`src/rtl/acisc_regs.svh`:
```
/*
 converter control register offsets, field positions, reset values, timing.
 assumes apb with 32-bit data, one register per aligned word.
*/
`ifndef ACISC_REGS_SVH
`define ACISC_REGS_SVH
`define ACISC_CTRL_OFF      12'h000
`define ACISC_ACCUM_OFF     12'h004
`define ACISC_REFCFG_OFF    12'h008
`define ACISC_DELAY_OFF     12'h00c
`define ACISC_WINMODE_OFF   12'h010
`define ACISC_SAMPLE_LENGTH_OFF   12'h014
`define ACISC_INSEL_OFF     12'h018
`define ACISC_COMMAND_OFF   12'h020
`define ACISC_EVCTRL_OFF    12'h024
`define ACISC_INTEN_OFF     12'h028
`define ACISC_INTFLAG_OFF   12'h02c
`define ACISC_RESULT_OFF    12'h040
`define ACISC_WINLO_OFF     12'h048
`define ACISC_WINHI_OFF     12'h050
`define ACISC_STATUS_OFF    12'h058
`define ACISC_CTRL_RUNSTBY  7
`define ACISC_CTRL_RESSEL   2
`define ACISC_CTRL_CONT     1
`define ACISC_CTRL_ENABLE   0
`define ACISC_FLAG_RESULT_READY_FLAG   0
`define ACISC_FLAG_WIN      1
`define ACISC_VEC_RESULT_READY_FLAG    8'h00
`define ACISC_VEC_WIN       8'h02
`define ACISC_TEMP_CHANNEL  5'h1e
`define ACISC_CONV_CYCLES   13
`define ACISC_SAMPLE_AT     2
`define ACISC_INITIAL_DELAY_UNIT  16
`define ACISC_RESET_VALUE   8'h00
`endif

```
`src/rtl/acisc_pkg.sv`:
```
/*
 types shared by the converter control block.
 assumes the offsets header is included where numbers are needed.
*/
package acisc_pkg;
    typedef enum logic [2:0] {
        ACISC_WIN_OFF     = 3'b000,
        ACISC_WIN_BELOW   = 3'b001,
        ACISC_WIN_ABOVE   = 3'b010,
        ACISC_WIN_INSIDE  = 3'b011,
        ACISC_WIN_OUTSIDE = 3'b100
    } acisc_winmode_type;
    typedef enum logic [1:0] {
        ACISC_IDLE  = 2'b00,
        ACISC_DELAY = 2'b01,
        ACISC_CONV  = 2'b10
    } acisc_state_type;
endpackage

```
`src/rtl/acisc_window.sv`:
```
/*
 window comparator over a final result.
 assumes result and thresholds are unsigned and stable when checked.
*/
module acisc_window
    import acisc_pkg::*;
(
    input  wire logic              pclk,      // peripheral clock
    input  wire logic              presetn,   // async reset, low
    input  wire logic              check,     // final result valid
    input  wire acisc_pkg::acisc_winmode_type mode, // condition
    input  wire logic [15:0]       result,    // accumulated result
    input  wire logic [15:0]       lo_thr,    // low threshold
    input  wire logic [15:0]       hi_thr,    // high threshold
    output logic                   hit        // one-cycle match pulse
);
    logic match;
    always_comb begin
        case (mode)
            ACISC_WIN_BELOW:   match = result < lo_thr;
            ACISC_WIN_ABOVE:   match = result > hi_thr;
            ACISC_WIN_INSIDE:  match = (result > lo_thr) && (result < hi_thr);
            ACISC_WIN_OUTSIDE: match = (result < lo_thr) || (result > hi_thr);
            default:           match = 1'b0;
        endcase
    end
    always_ff @(posedge pclk or negedge presetn) begin
        if (!presetn) begin
            hit <= 1'b0;
        end else begin
            hit <= check && match && (mode != ACISC_WIN_OFF);
        end
    end
    a_win_below: assert property (@(posedge pclk) disable iff (!presetn)
        check && mode == ACISC_WIN_BELOW && result < lo_thr |=> hit)
        else $error("below match missed");
    a_win_off: assert property (@(posedge pclk) disable iff (!presetn)
        mode == ACISC_WIN_OFF |=> !hit)
        else $error("window hit while off");
endmodule

```
`src/rtl/acisc_ctrl.sv`:
```
/*
 converter control: apb registers, prescaled conversion sequencer,
 accumulation, window check, interrupt flags, sleep handling, touch hand-over.
 assumes an analog core that returns a 10-bit sample on request, and a
 sleep controller that gives standby and power-down as levels.
*/
`include "acisc_regs.svh"
module acisc_ctrl
    import acisc_pkg::*;
#(
    parameter int PRESC_W = 3                // prescaler field width
)(
    input  wire logic        pclk,           // peripheral clock
    input  wire logic        presetn,        // async reset, low
    input  wire logic        psel,           // apb select
    input  wire logic        penable,        // apb access phase
    input  wire logic        pwrite,         // apb direction
    input  wire logic [11:0] paddr,          // apb byte address
    input  wire logic [31:0] pwdata,         // apb write data
    output logic      [31:0] prdata,         // apb read data
    output logic             pready,         // apb ready
    output logic             pslverr,        // apb error
    input  wire logic        event_in,       // routed event level
    input  wire logic        touch_enable,   // touch controller owns unit
    input  wire logic        touch_start,    // touch start request
    input  wire logic [4:0]  touch_channel,  // touch input select
    input  wire logic        standby,        // standby sleep level
    input  wire logic        power_down,     // power-down sleep level
    output logic             sample_req,     // analog sample strobe
    input  wire logic [9:0]  sample_data,    // analog sample value
    output logic      [4:0]  channel_sel,    // analog input select
    output logic             temp_sensor_on, // temperature sensor power
    output logic             clock_request,  // peripheral clock request
    output logic             irq_result_ready_flag,     // result ready request
    output logic             irq_window,     // window request
    output logic             touch_done      // touch conversion complete
);
    acisc_state_type state_ff, nxt_state;
    logic [7:0]  ctrl_ff;
    logic [2:0]  accnum_ff;
    logic [7:0]  refcfg_ff;
    logic [2:0]  initial_delay_ff;
    logic [3:0]  sampdly_ff;
    logic [2:0]  winmode_ff;
    logic [4:0]  sample_length_ff;
    logic [4:0]  insel_ff;
    logic        evstart_ff;
    logic [1:0]  inten_ff;
    logic [1:0]  flag_ff;
    logic        start_ff;
    logic        ev_prev_ff;
    logic [15:0] result_ff;
    logic [15:0] acc_ff;
    logic [15:0] winlo_ff;
    logic [15:0] winhi_ff;
    logic        invalid_ff;
    logic        halted_ff;
    logic        sb_prev_ff;
    logic        need_dly_ff;
    logic [7:0]  presc_ff;
    logic [7:0]  cyc_ff;
    logic [6:0]  nsamp_ff;
    logic [7:0]  dly_ff;
    logic        done_ff;
    logic        wr_en, rd_en, clk_tick, ev_edge, active, run_ok;
    logic        samp_end, conv_last, final_done, win_hit, rd_result;
    logic [7:0]  presc_div, conv_len;
    logic [6:0]  samp_total;
    logic [9:0]  sample_eff;
    logic [31:0] nxt_prdata;
    // apb handshake: zero wait states
    assign pready  = 1'b1;
    assign pslverr = 1'b0;
    assign wr_en   = psel && penable && pwrite;
    assign rd_en   = psel && penable && !pwrite;
    assign rd_result = rd_en && paddr == `ACISC_RESULT_OFF;
    assign channel_sel = touch_enable ? touch_channel : insel_ff;
    assign temp_sensor_on = channel_sel == `ACISC_TEMP_CHANNEL;
    // running conversion not cut by standby
    assign run_ok = ctrl_ff[`ACISC_CTRL_ENABLE] && !power_down &&
                    (!standby || ctrl_ff[`ACISC_CTRL_RUNSTBY]);
    assign ev_edge = event_in && !ev_prev_ff;
    // prescaler divides by 2 to the power of field plus one
    assign presc_div = 8'(2 << refcfg_ff[PRESC_W-1:0]);
    assign clk_tick  = presc_ff == presc_div - 8'h01;
    // 13 cycles plus sample delay and length
    assign conv_len = 8'(`ACISC_CONV_CYCLES) + {4'h0, sampdly_ff} +
                      {3'h0, sample_length_ff};
    assign conv_last = clk_tick && cyc_ff == conv_len - 8'h01;
    assign samp_total = 7'(1) << accnum_ff;
    assign samp_end   = state_ff == ACISC_CONV && conv_last && !power_down;
    // only the last accumulated sample completes
    assign final_done = samp_end && nsamp_ff == samp_total - 7'h01;
    assign active = state_ff != ACISC_IDLE;
    assign clock_request = active || start_ff;
    // 8-bit mode drops two low bits
    assign sample_eff = ctrl_ff[`ACISC_CTRL_RESSEL] ?
                        {2'b00, sample_data[9:2]} : sample_data;
    assign sample_req = state_ff == ACISC_CONV && clk_tick &&
                        cyc_ff == 8'(`ACISC_SAMPLE_AT);
    assign irq_result_ready_flag = flag_ff[`ACISC_FLAG_RESULT_READY_FLAG] &&
                        inten_ff[`ACISC_FLAG_RESULT_READY_FLAG];
    assign irq_window = flag_ff[`ACISC_FLAG_WIN] && inten_ff[`ACISC_FLAG_WIN];
    assign touch_done = done_ff && touch_enable;
    // register writes
    always_ff @(posedge pclk or negedge presetn) begin
        if (!presetn) begin
            ctrl_ff    <= `ACISC_RESET_VALUE;
            accnum_ff  <= 3'h0;
            refcfg_ff  <= `ACISC_RESET_VALUE;
            initial_delay_ff <= 3'h0;
            sampdly_ff <= 4'h0;
            winmode_ff <= 3'h0;
            sample_length_ff <= 5'h00;
            insel_ff   <= 5'h00;
            evstart_ff <= 1'b0;
            inten_ff   <= 2'b00;
            winlo_ff   <= 16'h0000;
            winhi_ff   <= 16'h0000;
        end else if (wr_en) begin
            case (paddr)
                `ACISC_CTRL_OFF:    ctrl_ff    <= pwdata[7:0] & 8'h87;
                `ACISC_ACCUM_OFF:   accnum_ff  <= pwdata[2:0];
                `ACISC_REFCFG_OFF:  refcfg_ff  <= pwdata[7:0] & 8'h77;
                `ACISC_DELAY_OFF: begin
                    initial_delay_ff <= pwdata[7:5];
                    sampdly_ff <= pwdata[3:0];
                end
                `ACISC_WINMODE_OFF: winmode_ff <= pwdata[2:0];
                `ACISC_SAMPLE_LENGTH_OFF: sample_length_ff <= pwdata[4:0];
                `ACISC_INSEL_OFF:   insel_ff   <= pwdata[4:0];
                `ACISC_EVCTRL_OFF:  evstart_ff <= pwdata[0];
                `ACISC_INTEN_OFF:   inten_ff   <= pwdata[1:0];
                `ACISC_WINLO_OFF:   winlo_ff   <= pwdata[15:0];
                `ACISC_WINHI_OFF:   winhi_ff   <= pwdata[15:0];
                default: begin
                end
            endcase
        end
    end
    // start bit from software, event or touch
    always_ff @(posedge pclk or negedge presetn) begin
        if (!presetn) begin
            start_ff   <= 1'b0;
            ev_prev_ff <= 1'b0;
        end else begin
            ev_prev_ff <= event_in;
            if (final_done && !(ctrl_ff[`ACISC_CTRL_CONT] && !touch_enable))
            begin
                start_ff <= 1'b0;
            end else if (touch_enable) begin
                if (touch_start) begin
                    start_ff <= 1'b1;
                end
            end else if (ev_edge && evstart_ff &&
                         ctrl_ff[`ACISC_CTRL_ENABLE]) begin
                start_ff <= 1'b1;
            end else if (wr_en && paddr == `ACISC_COMMAND_OFF && pwdata[0])
            begin
                start_ff <= 1'b1;
            end else if (!ctrl_ff[`ACISC_CTRL_ENABLE]) begin
                start_ff <= 1'b0;
            end
        end
    end
    // first conversion after standby entry waits
    always_ff @(posedge pclk or negedge presetn) begin
        if (!presetn) begin
            sb_prev_ff  <= 1'b0;
            need_dly_ff <= 1'b0;
        end else begin
            sb_prev_ff <= standby;
            if (standby && !sb_prev_ff && initial_delay_ff != 3'h0) begin
                need_dly_ff <= 1'b1;
            end else if (state_ff == ACISC_DELAY) begin
                need_dly_ff <= 1'b0;
            end
        end
    end
    // sequencer state
    always_comb begin
        nxt_state = state_ff;
        case (state_ff)
            ACISC_IDLE: begin
                if (start_ff && run_ok) begin
                    nxt_state = need_dly_ff ? ACISC_DELAY : ACISC_CONV;
                end
            end
            ACISC_DELAY: begin
                if (clk_tick && dly_ff == 8'h01) begin
                    nxt_state = ACISC_CONV;
                end
            end
            ACISC_CONV: begin
                if (final_done && !start_ff) begin
                    nxt_state = ACISC_IDLE;
                end else if (final_done && !ctrl_ff[`ACISC_CTRL_CONT]) begin
                    nxt_state = ACISC_IDLE;
                end
            end
            default: nxt_state = ACISC_IDLE;
        endcase
        if (!ctrl_ff[`ACISC_CTRL_ENABLE]) begin
            nxt_state = ACISC_IDLE;
        end
    end
    // power-down freezes counters, marks result invalid
    always_ff @(posedge pclk or negedge presetn) begin
        if (!presetn) begin
            state_ff  <= ACISC_IDLE;
            presc_ff  <= 8'h00;
            cyc_ff    <= 8'h00;
            nsamp_ff  <= 7'h00;
            dly_ff    <= 8'h00;
            acc_ff    <= 16'h0000;
            halted_ff <= 1'b0;
        end else begin
            if (power_down && active) begin
                halted_ff <= 1'b1;
            end else if (final_done) begin
                halted_ff <= 1'b0;
            end
            if (!power_down) begin
                state_ff <= nxt_state;
                presc_ff <= (!active || clk_tick) ? 8'h00 : presc_ff + 8'h01;
                if (state_ff == ACISC_IDLE) begin
                    dly_ff <= 8'({initial_delay_ff, 4'h0});
                    cyc_ff <= 8'h00;
                    nsamp_ff <= 7'h00;
                    acc_ff <= 16'h0000;
                end else if (state_ff == ACISC_DELAY && clk_tick) begin
                    dly_ff <= dly_ff - 8'h01;
                end else if (samp_end) begin
                    cyc_ff <= 8'h00;
                    nsamp_ff <= final_done ? 7'h00 : nsamp_ff + 7'h01;
                    acc_ff <= final_done ? 16'h0000 : acc_ff;
                end else if (state_ff == ACISC_CONV && clk_tick) begin
                    cyc_ff <= cyc_ff + 8'h01;
                end
                if (sample_req) begin
                    acc_ff <= acc_ff + {6'h00, sample_eff};
                end
            end
        end
    end
    // result register and completion pulse
    always_ff @(posedge pclk or negedge presetn) begin
        if (!presetn) begin
            result_ff  <= 16'h0000;
            invalid_ff <= 1'b0;
            done_ff    <= 1'b0;
        end else begin
            done_ff <= final_done;
            if (final_done) begin
                result_ff  <= acc_ff;
                invalid_ff <= halted_ff;
            end
        end
    end
    acisc_window u_window (
        .pclk    (pclk),
        .presetn (presetn),
        .check   (final_done),
        .mode    (acisc_winmode_type'(winmode_ff)),
        .result  (acc_ff),
        .lo_thr  (winlo_ff),
        .hi_thr  (winhi_ff),
        .hit     (win_hit)
    );
    // set wins over read or write-one clear
    always_ff @(posedge pclk or negedge presetn) begin
        if (!presetn) begin
            flag_ff <= 2'b00;
        end else begin
            if (done_ff) begin
                flag_ff[`ACISC_FLAG_RESULT_READY_FLAG] <= 1'b1;
            end else if (rd_result || (wr_en &&
                         paddr == `ACISC_INTFLAG_OFF && pwdata[0])) begin
                flag_ff[`ACISC_FLAG_RESULT_READY_FLAG] <= 1'b0;
            end
            if (win_hit) begin
                flag_ff[`ACISC_FLAG_WIN] <= 1'b1;
            end else if (wr_en && paddr == `ACISC_INTFLAG_OFF && pwdata[1])
            begin
                flag_ff[`ACISC_FLAG_WIN] <= 1'b0;
            end
        end
    end
    // read mux
    always_comb begin
        case (paddr)
            `ACISC_CTRL_OFF:    nxt_prdata = {24'h0, ctrl_ff};
            `ACISC_ACCUM_OFF:   nxt_prdata = {29'h0, accnum_ff};
            `ACISC_REFCFG_OFF:  nxt_prdata = {24'h0, refcfg_ff};
            `ACISC_DELAY_OFF:   nxt_prdata = {24'h0, initial_delay_ff, 1'b0,
                                              sampdly_ff};
            `ACISC_WINMODE_OFF: nxt_prdata = {29'h0, winmode_ff};
            `ACISC_SAMPLE_LENGTH_OFF: nxt_prdata = {27'h0, sample_length_ff};
            `ACISC_INSEL_OFF:   nxt_prdata = {27'h0, insel_ff};
            `ACISC_COMMAND_OFF: nxt_prdata = {31'h0, start_ff};
            `ACISC_EVCTRL_OFF:  nxt_prdata = {31'h0, evstart_ff};
            `ACISC_INTEN_OFF:   nxt_prdata = {30'h0, inten_ff};
            `ACISC_INTFLAG_OFF: nxt_prdata = {30'h0, flag_ff};
            `ACISC_RESULT_OFF:  nxt_prdata = {16'h0, result_ff};
            `ACISC_WINLO_OFF:   nxt_prdata = {16'h0, winlo_ff};
            `ACISC_WINHI_OFF:   nxt_prdata = {16'h0, winhi_ff};
            `ACISC_STATUS_OFF:  nxt_prdata = {28'h0, invalid_ff, halted_ff,
                                              state_ff};
            default:            nxt_prdata = 32'h0000_0000;
        endcase
    end
    assign prdata = rd_en ? nxt_prdata : 32'h0000_0000;
    a_irq_level: assert property (@(posedge pclk) disable iff (!presetn)
        irq_result_ready_flag == (flag_ff[0] && inten_ff[0]))
        else $error("result request mismatch");
    a_flag_set: assert property (@(posedge pclk) disable iff (!presetn)
        final_done |=> ##1 flag_ff[0])
        else $error("result ready not set");
    a_event_gate: assert property (@(posedge pclk) disable iff (!presetn)
        !start_ff && !evstart_ff && !touch_enable &&
        !(wr_en && paddr == `ACISC_COMMAND_OFF) |=> !start_ff)
        else $error("start without enable");
    a_pd_hold: assert property (@(posedge pclk) disable iff (!presetn)
        power_down |=> $stable(cyc_ff))
        else $error("counter moved in power down");
    a_sb_idle: assert property (@(posedge pclk) disable iff (!presetn)
        standby && !ctrl_ff[7] && state_ff == ACISC_IDLE |=>
        state_ff == ACISC_IDLE)
        else $error("started in standby");
    a_clk_req: assert property (@(posedge pclk) disable iff (!presetn)
        !active && !start_ff |-> !clock_request)
        else $error("clock requested while idle");
    a_temp_on: assert property (@(posedge pclk) disable iff (!presetn)
        channel_sel == 5'h1e |-> temp_sensor_on)
        else $error("temperature sensor off");
    a_touch_mux: assert property (@(posedge pclk) disable iff (!presetn)
        touch_enable |-> channel_sel == touch_channel)
        else $error("touch lost the channel");
endmodule

```
`config.mk`:
```
export PLATFORM = sky130hd
export DESIGN_NAME = acisc_ctrl
export DESIGN_NICKNAME = d
export VERILOG_FILES = /design/src/rtl/acisc_pkg.sv /design/src/rtl/acisc_window.sv /design/src/rtl/acisc_ctrl.sv
export VERILOG_INCLUDE_DIRS = /design/src /design/src/rtl
export SDC_FILE = /design/constraint.sdc
export NUM_CORES = 1
export LEC_CHECK = 0
export BUFFER_PORTS_ARGS = -buffer_cell sky130_fd_sc_hd__buf_2
export CAP_MARGIN = 20
export CORE_ASPECT_RATIO = 1.25
export CORE_MARGIN = 5
export CORE_UTILIZATION = 55
export DETAILED_ROUTE_END_ITERATION = 10
export GPL_ROUTABILITY_DRIVEN = 0
export PLACE_DENSITY = 0.76
export SKIP_CTS_REPAIR_TIMING = 1
export SYNTH_ARGS = -nofsm -noshare
export SYNTH_HDL_FRONTEND = slang
export SYNTH_SLANG_ARGS = --single-unit
```
`constraint.sdc`:
```
create_clock -name pclk -period 10.4 [get_ports pclk]
set_clock_uncertainty 0.05 [all_clocks]
set_input_delay 0.52 -clock pclk [delete_from_list [all_inputs] [get_ports pclk]]
set_output_delay 0.52 -clock pclk [all_outputs]
set_load 0.02 [all_outputs]
```
==> run summary, run 1 <==
Status - complete, no violations
R2r worst-path depth - 9
Clock buffer depth - 2
Via count - 8,018
Starting density of the core - 55.7%
Setup violators final - 0
Synthesized area - 9300 sq um
Final core occ - 62.0%
Tightest Pin Transition - 1.12 ns
Largest net degree at the start of global routing - 75
Synthesized area per cell - 9.15 sq um
Clk pin slew, worst setup/hold paths - 0.06 ns
H-tree depth - 4
CTS Buf Count - 17
DP HPWL - 17,900 microns
Tmin final - 4.56 ns
R2R Setup Slk - 6.08 ns
Setup CP Type - input port to output port
Max-slew violation count - 0
Total grt overflow - 0
Mapped Cells - 1,017
Clk_lat worst skew - 0.43 ns
Period utilization - 43.8%
Final #Nets - 1,199
Data arrival time of the critical path - 3.99 ns
FMAX - 220 MHz
Die height - 155 microns
WP data required - 9.83 ns
Fin Setup TNS - 0 ns
Max VDD drop - 0.112 mV
Post-Layout Cell Count - 1,304
EDFF count, synth - 0
Rel. slew slack - 24.9%
P_leak - 4.88 nW
Initial DRC count - 618
Ys async rst share - 100%
Area of the die - 19,600 sq um
Drt pass-1 iters - 6
I/O pin total - 114
Routed WL per cell - 19.1 microns
Startpoint Class - input port
Synth-to-layout area growth - 11.4%
Initial antenna violation count - 0
Fill count - 1,415
Global-route wire length before repair - 40,000 microns
# clock sinks - 143
Fin. Hold Viols - 0
Routed WL - 25,000 microns
Sequential fraction of the synthesis area - 38.5%
HP Class - input port to async pin
Remaining antenna violation count after routing - 0
Yosys reg bits - 143
Max_cap viols - 0
DRC - 0
CP Capture Type - output port
Yosys cell types - 72
Most used DFF post-synth - dfrtp_1
Total track usage - 25.5%
Max FO, Critical Path - 16
PD cells - 120 nW/um^2
Ant diodes - 0
CORE AREA - 16,700 sq um
Port-buffer cells - 79
RSZ-0062 raised after global routing - no
Placed cells - 1,272
Number of global-route vias before repair - 7,903
FP Rows - 53
Critical R2R Capture - start_ff
Vias per std cell - 6.15
Ratio of cells with drive above 1 in the final layout - 18.2%
Reg-to-Reg Start - refcfg_ff[2]
CTS tree - done
DIE WIDTH - 126 microns
Clock Tree Root - clkbuf_16
Synth warn - 0
-- state kept, by name, indices dropped and copies added, names as in the netlist, 3 cells and up --
name and count:
result_ff 16, sample_length_ff 5, cyc_ff 8, sampdly_ff 4, presc_ff 8, accnum_ff 3
ctrl_ff 4, winhi_ff 16, nsamp_ff 7, winlo_ff 16, winmode_ff 3, acc_ff 16
dly_ff 8, initial_delay_ff 3, refcfg_ff 6, insel_ff 5
-- synthesized netlist by cell type (all sizes together), types with 10 or more instances --
cell type,number,area (sq um)
a21oi,30,154
or3,12,75.1
nor2b,10,62.6
nand2b,12,75.1
mux2i,11,110
inv,61,229
nand3,21,105
xnor2,12,105
ha,57,713
nor3,35,185
nand4,17,106
clkbuf,39,146
o21ai,72,360
nor4,20,138
buf,27,178
a222oi,12,120
xor2,14,123
nor2,56,210
nand2,128,480
mux2,68,766
a21o,21,158
a22oi,11,82.6
dfrtp,143,3580
-- critical path, cell delays in order --
cell	delay, ns
buf_2	0.09
or4_1	0.54
or3_1	0.53
nor3_1	0.61
and2_0	0.94
a221oi_1	0.29
a31oi_1	0.25
buf_2	0.22
-- cell usage in the layout (no fill, tap or decap), types with 21 or more instances in the layout --
cell type,n
a21o_1,21
a21oi_1,29
buf_2,78
dfrtp_1,143
ha_1,57
inv_1,61
mux2_2,68
nand2_1,128
nand3_1,21
nor2_1,56
nor3_1,33
o21ai_0,70
-- worst max path at each step --
stage,start,endpoint,slack (ns),cells after the start
after global placement,paddr[9],prdata[0],5.94,8
after detailed placement,paddr[9],prdata[0],5.89,8
after global routing,paddr[9],prdata[9],5.63,8
after CTS,paddr[9],prdata[0],5.85,8
after floorplan,paddr[9],prdata[9],6.85,8
final,paddr[9],prdata[0],5.84,8
-- stage by stage --
stage / setup WS, ns / power (mW) / hold slack, ns / area [sq um]
2_1_floorplan: 6.85 / 0.609 / 0.174 / 9360
3_3_place_gp: 5.94 / 0.636 / 0.365 / 9770
3_5_place_dp: 5.89 / 0.638 / 0.387 / 9770
4_1_cts: 5.85 / 1.25 / 0.0806 / 10400
5_1_grt: 5.63 / 1.29 / 0.0954 / 10400
6_report: 5.84 / 1.24 / 0.0272 / 10400
-- cell families after synthesis --
family / Yosys count / synth area share, %
buffers and inverters: 127 / 5.95
AO/OA/AOI/OAI: 232 / 17.1
multiplexers: 79 / 9.42
AND/OR/NAND/NOR: 349 / 18.4
adder cells (fa/ha/maj): 59 / 8.10
other: 2 / 0.0807
XOR/XNOR: 26 / 2.45
flip-flops: 143 / 38.5
-- layout make-up --
cell class | count | area (sq um) | area share, %
tap | 220 | 275 | 2.66
sequential | 143 | 3580 | 34.5
clock buffer | 18 | 439 | 4.24
timing repair buffer | 85 | 447 | 4.31
multi-input combinational | 763 | 5240 | 50.6
clock inverter | 14 | 153 | 1.47
inverter | 61 | 229 | 2.21
-- where the power goes --
group / internal, mW / switching (mW) / total [mW]
clock: 0.362 / 0.253 / 0.615
sequential: 0.558 / 0.00223 / 0.560
combinational: 0.0202 / 0.0472 / 0.0673
total: 0.940 / 0.303 / 1.24
-- layer usage --
metal / routed length [microns] / track usage [%] / vias to the layer above
met3: 1360 / 5.84 / 71
met5: 0 / 0 / -
met2: 12400 / 43.0 / 256
li1: - / - / 3768
met4: 1110 / 12.7 / 0
met1: 10100 / 30.7 / 3923
Power figures use the tool's default switching activity.
==> run 2: changes to the inputs <==
==> constraint.sdc (replaced) <==
create_clock -name pclk -period 4.4 [get_ports pclk]
set_clock_uncertainty 0.05 [all_clocks]
set_input_delay 0.22 -clock pclk [delete_from_list [all_inputs] [get_ports pclk]]
set_output_delay 0.22 -clock pclk [all_outputs]
set_load 0.02 [all_outputs]
==> run 2 against run 1 <==
Against the previous run:
- critical path type is now flop to flop
- via count grew 3.0%
- largest cell class unchanged
- highest routed layer unchanged
- clock power rose by 110%
- sequential cell count unchanged
- utilization grew 0.76 points
- sequential share of layout area down 0.42 points
- die area stayed put
- cell area grew 1.2%
- worst setup slack worse by 5.2 ns
- count of clock-buffer cells in the layout stayed put
- the flow now finishes with violations (negative hold slack)
==> run summary, run 2 (synthesis gave the netlist of run 1 again) <==
Max-slew violation count - 0 (unchanged)
Data arrival time of the critical path - 4.02 ns (+0.03 ns)
HP Class - input port to flop
CTS tree - done
Setup CP Type - flop to flop
Sequential fraction of design power - 47.1% (+2.0 points)
Ratio of cells with drive above 1 in the final layout - 18.8% (+0.58 points)
Max_cap viols - 0 (unchanged)
DRC - 0 (unchanged)
Max FO, Critical Path - 13 (-3)
Number of global-route vias before repair - 8,020 (+1.5%)
Clk_lat worst skew - 0.44 ns (about the same)
CP Capture Type - flop
Initial DRC count - 723 (+17%)
Part of the power in combinational logic - 6.0% (+0.6 points)
CTS Buf Count - 17 (unchanged)
PD cells - 268 nW/um^2 (+120%)
Total grt overflow - 0 (unchanged)
Fin area - 10,500 sq um (+1.2%)
Global-route wire length before repair - 41,400 microns (+3.6%)
RSZ-0062 raised after global routing - no
DP HPWL - 18,400 microns (+2.6%)
Drt pass-1 iters - 6 (unchanged)
Switching Fraction - 25.2% (+0.85 points)
Startpoint Class - flop
Largest net degree at the start of global routing - 99 (+32%)
Routed WL - 25,500 microns (+2.3%)
Port-buffer cells - 79 (unchanged)
Period utilization - 85.2%
Area of the die - 19,600 sq um (unchanged)
Remaining antenna violation count after routing - 0 (unchanged)
Placed cells - 1,284 (+0.94%)
# clock sinks - 143 (unchanged)
Tmin final - 3.75 ns
I/O pin total - 114 (unchanged)
P_leak - 4.95 nW (+1.6%)
Ant diodes - 0 (unchanged)
Final #Nets - 1,221 (+1.8%)
Clock network fraction of design power - 46.9% (-2.6 points)
Max VDD drop - 0.278 mV (+150%)
Hold path depth - 3
Synth-to-layout area growth - 12.7%
Post-DP Area - 9860 sq um (+0.92%)
Initial antenna violation count - 0 (unchanged)
WP data required - 4.67 ns (-5.16 ns)
Post-Layout Cell Count - 1,324 (+1.5%)
Starting density of the core - 55.7% (unchanged)
Via count - 8,256 (+3.0%)
Switching Power - 0.709 mW (+130%)
FMAX - 267 MHz
Status - finished with violations
Total track usage - 26.2% (+0.67 points)
Vias per std cell - 6.24 (+1.4%)
Violated checks - negative hold slack
Commonest non-fill, non-tap cell in the layout - dfrtp_1
Setup violators final - 0 (unchanged)
Clock Tree Root - clkbuf_16
Fin. Hold Viols - 1 (+1)
Tightest Pin Transition - 1.02 ns (-0.103 ns)
DIE WIDTH - 126 microns (unchanged)
Fin Setup TNS - 0 ns (unchanged)
Most frequent cells in the layout - dfrtp_1, nand2_1, buf_2, o21ai_0, mux2_2
Hold Slack - -0.0248 ns (-0.0520 ns)
H-tree depth - 4 (unchanged)
Clock buffer depth - 2 (unchanged)
Die height - 155 microns (unchanged)
R2r worst-path depth - 9 (unchanged)
Int Power - 2.10 mW (+120%)
Rel. slew slack - 31.8% (+6.8 points)
Clk pin slew, worst setup/hold paths - 0.06 ns (about the same)
Routed WL per cell - 19.3 microns (+0.77%)
CORE AREA - 16,700 sq um (unchanged)
FP Rows - 53 (unchanged)
==> run 2: cell types whose count changed in the layout (fill, tap and decap cells not counted), sizes merged <==
cell         previous run  this run
dlygate4sd3             0        10
buf                    85        97
inv                    66        64
clkinv                  3         5
bufinv                  2         0
==> run 2: worst paths after layout <==
check | startpoint | endpoint | slack [ns]
worst max-delay path | refcfg_ff[2] | acc_ff[2] | 0.65
worst min-delay path | pwdata[9] | winhi_ff[9] | -0.02
worst max register to register | refcfg_ff[2] | acc_ff[2] | 0.65
worst min register to register | sb_prev_ff | need_dly_ff | 0.38
max in group asynchronous | presetn | cyc_ff[3] | 2.95
min in group asynchronous | presetn | dly_ff[0] | 0.38
==> run 2: layout make-up <==
cell class                      count  area [sq um]
Fill cell                        1433          6230
Multi-Input combinational cell    763          5240
Sequential cell                   143          3580
Timing Repair Buffer              107           637
Clock buffer                       18           439
Tap cell                          220           275
Inverter                           61           229
Clock inverter                     12          88.8
==> run 2: critical path: stages (launching register included) <==
cell       delay (ns)
dfrtp_1          0.51
or3_1            0.42
ha_1             0.30
xor2_1           0.20
xnor2_1          0.28
o2111ai_4        0.23
or3_1            0.51
o21a_1           0.33
nand2b_1         0.39
mux2_2           0.40
==> run 2: per-layer routing <==
layer | wire length, microns | GRT usage [%]
met5 | 0 | 0
met4 | 796 | 10.8
met3 | 1550 | 5.19
met2 | 13000 | 45.1
met1 | 10200 | 32.0
==> run 2: stage by stage <==
| stage | power (mW) | setup WS (ns) | hold slack [ns] | util (%) |
|---|---|---|---|---|
| 4_1_cts | 2.81 | 0.681 | -0.142 | 62.1 |
| 3_3_place_gp | 1.51 | 0.775 | 0.294 | 59.0 |
| 3_5_place_dp | 1.51 | 0.685 | 0.300 | 59.0 |
| 6_report | 2.81 | 0.653 | -0.0248 | 62.7 |
| 2_1_floorplan | 1.44 | 0.894 | -0.126 | - |
| 5_1_grt | 2.89 | 0.522 | -0.000248 | 62.7 |
==> run 2: power by group through the flow <==
stage	combinational, mW	sequential, mW	clock (mW)
floorplan	0.0936	1.35	0
global route	0.187	1.32	1.38
CTS	0.161	1.32	1.32
finish	0.168	1.32	1.32
detailed placement	0.160	1.35	0
global placement	0.157	1.35	0
